==> config.mk <==
export PLATFORM = sky130hd
export DESIGN_NAME = scr_synth_ctrl
export DESIGN_NICKNAME = d
export VERILOG_FILES = /design/src/pkg/scr_pkg.sv /design/src/rtl/scr_synth_ctrl.sv
export SDC_FILE = /design/constraint.sdc
export NUM_CORES = 1
export LEC_CHECK = 0
export ABC_CLOCK_PERIOD_IN_PS = 2400
export BUFFER_PORTS_ARGS = -buffer_cell sky130_fd_sc_hd__buf_2
export CORE_MARGIN = 1.5
export CORE_UTILIZATION = 55
export DETAILED_ROUTE_END_ITERATION = 8
export HOLD_SLACK_MARGIN = 0.06
export PLACE_DENSITY_LB_ADDON = 0.08
export SYNTH_ARGS = -nofsm -noshare
export SYNTH_HDL_FRONTEND = slang
export SYNTH_SLANG_ARGS = --single-unit
==> constraint.sdc <==
create_clock -name CLK -period 2.4 [get_ports CLK]
set_clock_uncertainty 0.05 [all_clocks]
set_input_delay 0.48 -clock CLK [delete_from_list [all_inputs] [get_ports CLK]]
set_output_delay 0.48 -clock CLK [all_outputs]
set_load 0.005 [all_outputs]
==> src/pkg/scr_pkg.sv <==
// Purpose: Shared constants and types of the synthesizer control registers
// Assumes: 22-bit serial words, data bits first, address bits last
// Notes:   Update-period timing is counted in half update periods
`default_nettype none
package scr_pkg;
    // Serial word layout
    localparam int SCR_WORD_BITS = 22;
    localparam int SCR_DATA_BITS = 18;
    localparam int SCR_ADDR_BITS = 4;

    // Register addresses
    localparam logic [3:0] SCR_ADDR_MAIN  = 4'h0;
    localparam logic [3:0] SCR_ADDR_POWER = 4'h2;
    localparam logic [3:0] SCR_ADDR_RF1   = 4'h3;
    localparam logic [3:0] SCR_ADDR_RF2   = 4'h4;
    localparam logic [3:0] SCR_ADDR_IF    = 4'h5;

    // Field positions
    localparam int SCR_AUX_SEL_LSB  = 12;
    localparam int SCR_LOW_POWER_BIT = 5;
    localparam int SCR_AUTO_UP_BIT  = 3;
    localparam int SCR_IF_EN_BIT    = 1;
    localparam int SCR_RF_EN_BIT    = 0;

    // Divide ratio widths
    localparam int SCR_RF1_BITS = 18;
    localparam int SCR_RF2_BITS = 17;
    localparam int SCR_IF_BITS  = 16;

    // Auxiliary output select codes
    localparam logic [1:0] SCR_AUX_FORCE_LOW = 2'h1;
    localparam logic [1:0] SCR_AUX_LOCK_WARN = 2'h3;

    // Reset values
    localparam logic [17:0] SCR_RST_MAIN  = 18'h00000;
    localparam logic [17:0] SCR_RST_POWER = 18'h00000;
    localparam logic [17:0] SCR_RST_DIV   = 18'h00000;

    // Reference divider and update-period timing
    localparam int SCR_REF_DIVIDE       = 65;
    localparam int SCR_EDGES_PER_HALF   = SCR_REF_DIVIDE;
    localparam int SCR_TUNE_PERIODS_X10 = 65;
    localparam int SCR_SETTLE_PERIODS   = 21;
    localparam int SCR_TOTAL_PERIODS    = 28;
    localparam int SCR_TUNE_HALVES      = SCR_TUNE_PERIODS_X10 * 2 / 10;
    localparam int SCR_SETTLE_HALVES    = SCR_SETTLE_PERIODS * 2;
    localparam int SCR_TOTAL_HALVES     = SCR_TOTAL_PERIODS * 2;

    // Divider-derived prescaler default (log2 of P in a P/P+1 prescaler)
    localparam int SCR_PRESCALE_LOG2 = 5;

    typedef enum {
        SCR_SEC_OFF,
        SCR_SEC_TUNE,
        SCR_SEC_LOCKING,
        SCR_SEC_SETTLED
    } scr_sec_e;

    typedef struct packed {
        logic on;
        logic tuning;
        logic locking;
        logic settled;
    } scr_sec_status_s;

    typedef struct packed {
        logic [17:0] ratio;
        logic [17:0] swallow;
        logic [17:0] counter;
    } scr_div_cfg_s;
endpackage
`default_nettype wire

==> src/rtl/scr_synth_ctrl.sv <==
// Purpose: Register bank and sequencing of a triple-PLL synthesizer
// Assumes: Serial clock, enable, data, reference and pins are asynchronous to CLK
// Notes:   Serial clock must be well below CLK/4 so its edges are seen
`default_nettype none

// Function
// - Reference divided by fixed 65 for all three PLLs.
// - Writing either RF divider selects that RF oscillator for the RF output.
// - RF1, RF2, IF divide ratios live at addresses 3, 4, 5.
// - Prescaler, swallow and counter values derive from the divide ratio alone.
// - First 6.5 update periods after powerup or ratio change are self-tuning.
// - Output settles about 21 update periods after the PLL takes control.
// - Total time to settled is about 28 update periods.
// - IF low-power bit set reduces IF amplifier bias; clear gives normal bias.
// - Powerdown pin low forces IF and RF off whatever the registers hold.
// - Pin high: sections follow powerdown bits and automatic power-up bit.
// - Pin high, auto clear: IF on with IF enable, RF on with RF enable.
// - Reference amplifier powered when pin is high and both section enables are high.
// - Automatic power-up acts as both enable bits set.
// - Serial writes are accepted in every powerdown state.
// - Auxiliary select 11 puts the lock-warning signal on the aux pin.
// - Lock warning is the OR of IF and RF warning conditions.
// - Auxiliary select 01 drives the aux pin low; 00 and 10 reserved.
// - Lock warning is also high while either PLL self-tunes.
// - Words are 22 bits: 18 data, 4 address, shifted on rising clock.
// - Rising enable copies the data field into the addressed register.
module scr_synth_ctrl
    import scr_pkg::*;
#(
    parameter int PRESCALE_LOG2 = scr_pkg::SCR_PRESCALE_LOG2
) (
    // Clock and reset
    input  wire logic                     CLK,
    input  wire logic                     SYS_RST,
    // Serial programming link
    input  wire logic                     SERIAL_CLOCK,
    input  wire logic                     SERIAL_ENABLE_N,
    input  wire logic                     SERIAL_DATA_IN,
    // Pins and analog conditions
    input  wire logic                     POWER_DOWN_PIN_N,
    input  wire logic                     REFERENCE_INPUT,
    input  wire logic                     IF_NEAR_LIMIT,
    input  wire logic                     RF_NEAR_LIMIT,
    // Section control
    output var  scr_pkg::scr_sec_status_s IF_STATUS,
    output var  scr_pkg::scr_sec_status_s RF_STATUS,
    output var  logic                     REF_AMP_ON,
    output var  logic                     RF2_SELECTED,
    output var  logic                     IF_LOW_POWER,
    output var  logic                     UPDATE_TICK,
    // Divider settings for the active RF PLL and the IF PLL
    output var  scr_pkg::scr_div_cfg_s    RF_DIV_CFG,
    output var  scr_pkg::scr_div_cfg_s    IF_DIV_CFG,
    // Auxiliary output
    output var  logic                     LOCK_WARNING_N,
    output var  logic                     AUX_OUTPUT_PIN
);
    import scr_pkg::*;

    localparam logic [6:0] EDGE_LAST = 7'(SCR_EDGES_PER_HALF - 1);
    localparam logic [5:0] TUNE_END  = 6'(SCR_TUNE_HALVES);
    localparam logic [5:0] TOTAL_END = 6'(SCR_TOTAL_HALVES);

    // Input synchronisers: stage one feeds stage two only
    logic [6:0] sync1_q;
    logic [6:0] sync2_q;
    logic       sclk_prev_q;
    logic       sen_prev_q;
    logic       ref_prev_q;

    always_ff @(posedge CLK) begin
        if (SYS_RST) begin
            sync1_q <= 7'h28;
            sync2_q <= 7'h28;
        end else begin
            sync1_q <= {SERIAL_CLOCK, SERIAL_ENABLE_N, SERIAL_DATA_IN, POWER_DOWN_PIN_N,
                        REFERENCE_INPUT, IF_NEAR_LIMIT, RF_NEAR_LIMIT};
            sync2_q <= sync1_q;
        end
    end

    logic sclk_s;
    logic sen_n_s;
    logic serial_data_in_s;
    logic pin_n_s;
    logic ref_s;
    logic if_near_s;
    logic rf_near_s;

    assign {sclk_s, sen_n_s, serial_data_in_s, pin_n_s, ref_s, if_near_s, rf_near_s} = sync2_q;

    always_ff @(posedge CLK) begin
        if (SYS_RST) begin
            sclk_prev_q <= 1'b1;
            sen_prev_q  <= 1'b1;
            ref_prev_q  <= 1'b0;
        end else begin
            sclk_prev_q <= sclk_s;
            sen_prev_q  <= sen_n_s;
            ref_prev_q  <= ref_s;
        end
    end

    logic sclk_rise;
    logic sen_rise;
    logic ref_edge;

    assign sclk_rise = sclk_s & ~sclk_prev_q;
    assign sen_rise  = sen_n_s & ~sen_prev_q;
    assign ref_edge  = ref_s ^ ref_prev_q;

    // Serial shift register, last 22 bits kept; earlier bits fall off the top
    logic [SCR_WORD_BITS-1:0] shift_q;

    always_ff @(posedge CLK) begin
        if (SYS_RST) begin
            shift_q <= '0;
        end else if (sclk_rise && !sen_n_s) begin
            shift_q <= {shift_q[SCR_WORD_BITS-2:0], serial_data_in_s};
        end
    end

    logic [SCR_DATA_BITS-1:0] wr_data;
    logic [SCR_ADDR_BITS-1:0] wr_addr;
    logic                     wr_main;
    logic                     wr_power;
    logic                     wr_rf1;
    logic                     wr_rf2;
    logic                     wr_if;

    assign wr_data  = shift_q[SCR_WORD_BITS-1:SCR_ADDR_BITS];
    assign wr_addr  = shift_q[SCR_ADDR_BITS-1:0];
    // Writes are taken regardless of any powerdown state
    assign wr_main  = sen_rise && (wr_addr == SCR_ADDR_MAIN);
    assign wr_power = sen_rise && (wr_addr == SCR_ADDR_POWER);
    assign wr_rf1   = sen_rise && (wr_addr == SCR_ADDR_RF1);
    assign wr_rf2   = sen_rise && (wr_addr == SCR_ADDR_RF2);
    assign wr_if    = sen_rise && (wr_addr == SCR_ADDR_IF);

    // Registers; other addresses are simply ignored
    logic [17:0]             main_configuration_q;
    logic [17:0]             section_power_control_q;
    logic [SCR_RF1_BITS-1:0] rf1_divide_ratio_q;
    logic [SCR_RF2_BITS-1:0] rf2_divide_ratio_q;
    logic [SCR_IF_BITS-1:0]  if_divide_ratio_q;
    logic                    rf2_sel_q;

    always_ff @(posedge CLK) begin
        if (SYS_RST) begin
            main_configuration_q    <= SCR_RST_MAIN;
            section_power_control_q <= SCR_RST_POWER;
        end else begin
            if (wr_main) begin
                main_configuration_q <= wr_data;
            end
            if (wr_power) begin
                section_power_control_q <= wr_data;
            end
        end
    end

    always_ff @(posedge CLK) begin
        if (SYS_RST) begin
            rf1_divide_ratio_q <= SCR_RST_DIV[SCR_RF1_BITS-1:0];
            rf2_divide_ratio_q <= SCR_RST_DIV[SCR_RF2_BITS-1:0];
            if_divide_ratio_q  <= SCR_RST_DIV[SCR_IF_BITS-1:0];
        end else begin
            if (wr_rf1) begin
                rf1_divide_ratio_q <= wr_data[SCR_RF1_BITS-1:0];
            end
            if (wr_rf2) begin
                rf2_divide_ratio_q <= wr_data[SCR_RF2_BITS-1:0];
            end
            if (wr_if) begin
                if_divide_ratio_q <= wr_data[SCR_IF_BITS-1:0];
            end
        end
    end

    // Last RF divider written owns the RF output
    always_ff @(posedge CLK) begin
        if (SYS_RST) begin
            rf2_sel_q <= 1'b0;
        end else if (wr_rf1) begin
            rf2_sel_q <= 1'b0;
        end else if (wr_rf2) begin
            rf2_sel_q <= 1'b1;
        end
    end

    // Section power decode
    logic auto_up;
    logic if_en;
    logic rf_en;
    logic [1:0] sec_on;
    logic [1:0] sec_on_q;
    logic [1:0] restart;

    assign auto_up = main_configuration_q[SCR_AUTO_UP_BIT];
    assign if_en   = section_power_control_q[SCR_IF_EN_BIT] | auto_up;
    assign rf_en   = section_power_control_q[SCR_RF_EN_BIT] | auto_up;
    // Pin low overrides all; pin high follows the enables
    assign sec_on  = {pin_n_s & if_en, pin_n_s & rf_en};

    always_ff @(posedge CLK) begin
        if (SYS_RST) begin
            sec_on_q <= 2'b00;
        end else begin
            sec_on_q <= sec_on;
        end
    end

    // Tuning restarts on a divide write or a fresh power-up
    assign restart = {wr_if | (sec_on[1] & ~sec_on_q[1]),
                      wr_rf1 | wr_rf2 | (sec_on[0] & ~sec_on_q[0])};

    // Reference divide: both reference edges counted, 65 edges make half an update period
    logic [6:0] edge_cnt_q;
    logic       half_tick;
    logic       phase_q;

    assign half_tick = ref_edge && (edge_cnt_q == EDGE_LAST);

    always_ff @(posedge CLK) begin
        if (SYS_RST) begin
            edge_cnt_q <= '0;
            phase_q    <= 1'b0;
        end else if (ref_edge) begin
            edge_cnt_q <= half_tick ? 7'h00 : edge_cnt_q + 7'h01;
            if (half_tick) begin
                phase_q <= ~phase_q;
            end
        end
    end

    always_ff @(posedge CLK) begin
        if (SYS_RST) begin
            UPDATE_TICK <= 1'b0;
        end else begin
            UPDATE_TICK <= half_tick & phase_q;
        end
    end

    // Per-section self-tune and settle sequencer; index 1 is IF, 0 is RF
    scr_sec_status_s sec_status [2];

    for (genvar s = 0; s < 2; s++) begin : g_sec
        scr_sec_e   state_q;
        logic [5:0] halves_q;

        always_ff @(posedge CLK) begin
            if (SYS_RST) begin
                state_q  <= SCR_SEC_OFF;
                halves_q <= '0;
            end else if (!sec_on[s]) begin
                state_q  <= SCR_SEC_OFF;
                halves_q <= '0;
            end else if (restart[s]) begin
                state_q  <= SCR_SEC_TUNE;
                halves_q <= '0;
            end else if (half_tick) begin
                case (state_q)
                    SCR_SEC_TUNE: begin
                        halves_q <= halves_q + 6'h01;
                        if (halves_q + 6'h01 == TUNE_END) begin
                            state_q <= SCR_SEC_LOCKING;
                        end
                    end
                    SCR_SEC_LOCKING: begin
                        halves_q <= halves_q + 6'h01;
                        if (halves_q + 6'h01 == TOTAL_END) begin
                            state_q <= SCR_SEC_SETTLED;
                        end
                    end
                    SCR_SEC_SETTLED: begin
                        halves_q <= halves_q;
                    end
                    default: begin
                        state_q <= SCR_SEC_TUNE;
                    end
                endcase
            end
        end

        always_ff @(posedge CLK) begin
            if (SYS_RST) begin
                sec_status[s] <= '0;
            end else begin
                sec_status[s].on      <= state_q != SCR_SEC_OFF;
                sec_status[s].tuning  <= state_q == SCR_SEC_TUNE;
                sec_status[s].locking <= state_q == SCR_SEC_LOCKING;
                sec_status[s].settled <= state_q == SCR_SEC_SETTLED;
            end
        end
    end

    assign IF_STATUS = sec_status[1];
    assign RF_STATUS = sec_status[0];

    // Control outputs
    always_ff @(posedge CLK) begin
        if (SYS_RST) begin
            REF_AMP_ON   <= 1'b0;
            RF2_SELECTED <= 1'b0;
            IF_LOW_POWER <= 1'b0;
        end else begin
            REF_AMP_ON   <= pin_n_s & if_en & rf_en;
            RF2_SELECTED <= rf2_sel_q;
            IF_LOW_POWER <= main_configuration_q[SCR_LOW_POWER_BIT];
        end
    end

    // Divider split into P/P+1 prescaler swallow count and main counter
    function automatic scr_div_cfg_s split_ratio(input logic [17:0] n);
        scr_div_cfg_s c;
        c.ratio   = n;
        c.swallow = n & ((18'h00001 << PRESCALE_LOG2) - 18'h00001);
        c.counter = n >> PRESCALE_LOG2;
        return c;
    endfunction

    logic [17:0] rf_ratio;

    assign rf_ratio = rf2_sel_q ? {1'b0, rf2_divide_ratio_q} : rf1_divide_ratio_q;

    always_ff @(posedge CLK) begin
        if (SYS_RST) begin
            RF_DIV_CFG <= '0;
            IF_DIV_CFG <= '0;
        end else begin
            RF_DIV_CFG <= split_ratio(rf_ratio);
            IF_DIV_CFG <= split_ratio({2'b00, if_divide_ratio_q});
        end
    end

    // Lock warning and auxiliary output
    logic       warn;
    logic [1:0] aux_sel;

    assign warn    = (sec_on[1] & (if_near_s | sec_status[1].tuning)) |
                     (sec_on[0] & (rf_near_s | sec_status[0].tuning));
    assign aux_sel = main_configuration_q[SCR_AUX_SEL_LSB+1:SCR_AUX_SEL_LSB];

    always_ff @(posedge CLK) begin
        if (SYS_RST) begin
            LOCK_WARNING_N <= 1'b0;
            AUX_OUTPUT_PIN <= 1'b0;
        end else begin
            LOCK_WARNING_N <= warn;
            case (aux_sel)
                SCR_AUX_LOCK_WARN: AUX_OUTPUT_PIN <= warn;
                SCR_AUX_FORCE_LOW: AUX_OUTPUT_PIN <= 1'b0;
                default:           AUX_OUTPUT_PIN <= 1'b0;
            endcase
        end
    end
endmodule
`default_nettype wire

==> results.json <==
{
  "mostFrequentLayoutCell": "dfxtp_1",
  "peakVddDrop_mv": 0.481,
  "timing.rr.start": "g_sec[0].halves_q[1]",
  "clk_latency_ns": 0.42,
  "worst_pin_slew_ns": 0.642,
  "synth_edf_count": 0,
  "first_pass_iters": 4,
  "dieWidth_um": 115,
  "crit_fanout": 7,
  "start_kind": "register",
  "place_ws_ns": 0.226,
  "post-route-min-period_ns": 2.17,
  "cp.required_ns": 2.66,
  "ioPinCount": 131,
  "dieHeight_um": 115,
  "gp_congestion": 0.789,
  "antenna_found_initial": 0,
  "cap_violations": 0,
  "whs_ns": 0.189,
  "crit_path_top_delay_cell": "dfxtp_1",
  "ys_seq_area_share_pct": 49.7,
  "worstSetupEndpointType": "register",
  "finalSetupViolations": 0,
  "grt_use_total_pct": 19.5,
  "fmax_mhz": 460,
  "rsz0062_at_grt": "no",
  "syn_area_um2": 6890,
  "async_flop_share_pct": 0,
  "finalCritPeriodShare_pct": 90.6,
  "placed_cell_area_um2": 7070,
  "cts_tree": "done",
  "drt-initial-drc-count": 294,
  "slew_headroom_pct": 57.2,
  "drt-total-wl_mm": 12.4,
  "cp-startpoint": "g_sec[0].halves_q[1]",
  "worst_path_largest_cell_delay_ns": 0.43,
  "nNetsFinal": 847,
  "final_cell_mix": "171 x dfxtp_1, 165 x nand2_1, 89 x buf_2",
  "worstPathArrival_ns": 2.43,
  "synth_flop_cell": "dfxtp_1",
  "drive_above_1_share_pct": 18.0,
  "place_hpwl_mm": 8.32,
  "fin_util_pct": 63.1,
  "cts_sinks": 171,
  "dieArea_um2": 13200,
  "path_clk_slew_ns": 0.06,
  "antennaDiodeCount": 0,
  "final_hold_viol_count": 0,
  "hold_start": "SERIAL_ENABLE_N",
  "yosysUniqueCellTypes": 51,
  "cts_inserted_buffers": 17,
  "fin_setup_tns_ns": 0,
  "grt_pass1_vias": 4364,
  "portBuffers": 90,
  "crit_type": "register to register",
  "power_density_nw_per_um2": 728,
  "drc": 0,
  "fin_ws_ns": 0.226,
  "core-area_um2": 12100,
  "ys_warn_count": 0,
  "cts-root-buf": "clkbuf_16",
  "crit_chain": "ha_1 -> nand3_2 -> o41ai_2 -> a31oi_1 -> nor4b_4 -> mux2_2",
  "syn_avg_cell_area_um2": 8.89,
  "rows": 40,
  "critPathTopFamily": "simple AND/OR/NAND/NOR gates",
  "finalInstanceArea_um2": 7640,
  "wl_per_cell_um": 12.4,
  "total_power_mw": 5.56,
  "grt_pass1_wl_mm": 20.2,
  "vias": 4921,
  "syn_inst": 775,
  "status": "finished clean",
  "initial_utilization_pct": 56.9,
  "synth_seq_cells": 171,
  "cts_max_level": 4,
  "p_leak_nw": 2.98,
  "worstHoldPathType": "input pin to register",
  "cts_max_path_buffers": 2,
  "overflow": 0,
  "worst-path-buf-inv": 0,
  "fin_cells": 1002,
  "drv_slew": 0,
  "postCtsHoldBufs": 0,
  "ant_nets": 0,
  "syn_to_final_growth_pct": 10.9,
  "grt_max_degree": 151,
  "via_per_inst": 4.91,
  "dpl.cell_count": 971
}
cells in the mapped netlist, types with 13 or more instances:
master	number	area share (%)
nor2_1	43	2.3
a21oi_1	84	6.1
ha_1	16	2.9
mux2i_1	23	3.3
buf_4	74	8.1
dfxtp_1	171	50
nand2_1	165	9.0
inv_1	17	0.93
clkbuf_1	26	1.4
nor2b_1	38	3.5
nand3_1	13	0.94
final cells by class:
class,instances,area [um2]
clock buffers,24,472
clock inverters,7,91.3
fillers,1044,4470
inverters,17,63.8
multi-input cells,516,2850
flip-flops and latches,171,3420
well taps,168,210
repair buffers,99,533
flip-flops by register name (all words and copies together) (netlist names), 2 cells and up:
signal                   cells
shift_q                     22
rf1_divide_ratio_q          18
g_sec.state_q                4
section_power_control_q      2
main_configuration_q         4
rf2_divide_ratio_q          17
g_sec.halves_q              12
sec_status                   8
if_divide_ratio_q           16
IF_DIV_CFG                  16
sync2_q                      7
sec_on_q                     2
edge_cnt_q                   7
RF_DIV_CFG                  18
sync1_q                      7
layer usage:
layer  vias to the layer above  share of wire (%)  GRT usage [%]
met5                         -                  0              0
met4                         0                2.2           8.97
met3                        25                4.4           5.11
met2                       136                 52           33.9
met1                      2265                 42           22.5
li1                       2495                  -              -
path summary, 6_finish.rpt:
path,to,slack [ns],cells past startpoint
hold reg to reg,sync2_q[3],0.37,1
hold / removal,sync1_q[5],0.19,2
setup / recovery,g_sec[0].state_q[1],0.23,6
setup reg to reg,g_sec[0].state_q[1],0.23,6
kinds of logic (layout without fill, tap and decap cells):
family | after synthesis | after routing | share of synthesized area, %
DFF | 171 | 171 | 49.7
buffers and inverters | 127 | 147 | 11.3
AOI/OAI and AO/OA | 106 | 106 | 8.10
muxes | 24 | 24 | 3.51
and+or+nand+nor | 314 | 314 | 22.3
adders and majority gates | 16 | 16 | 2.91
xor gates and xnor gates | 16 | 16 | 2.14
other | 1 | 40 | 0.0544
report_power, final:
group          internal, mW  total, mW  switching (mW)  leakage (nW)
clock                  1.58       2.60            1.02         0.274
combinational        0.0260     0.0948          0.0688          1.33
sequential             2.85       2.86         0.00730          1.38
repair_timing:
item / 4_1_cts / 5_1_grt
setup buffers: 0 / 0
resized for setup: 0 / 1
endpoints found under the setup margin: 0 / 1
Power figures use the tool's default switching activity.
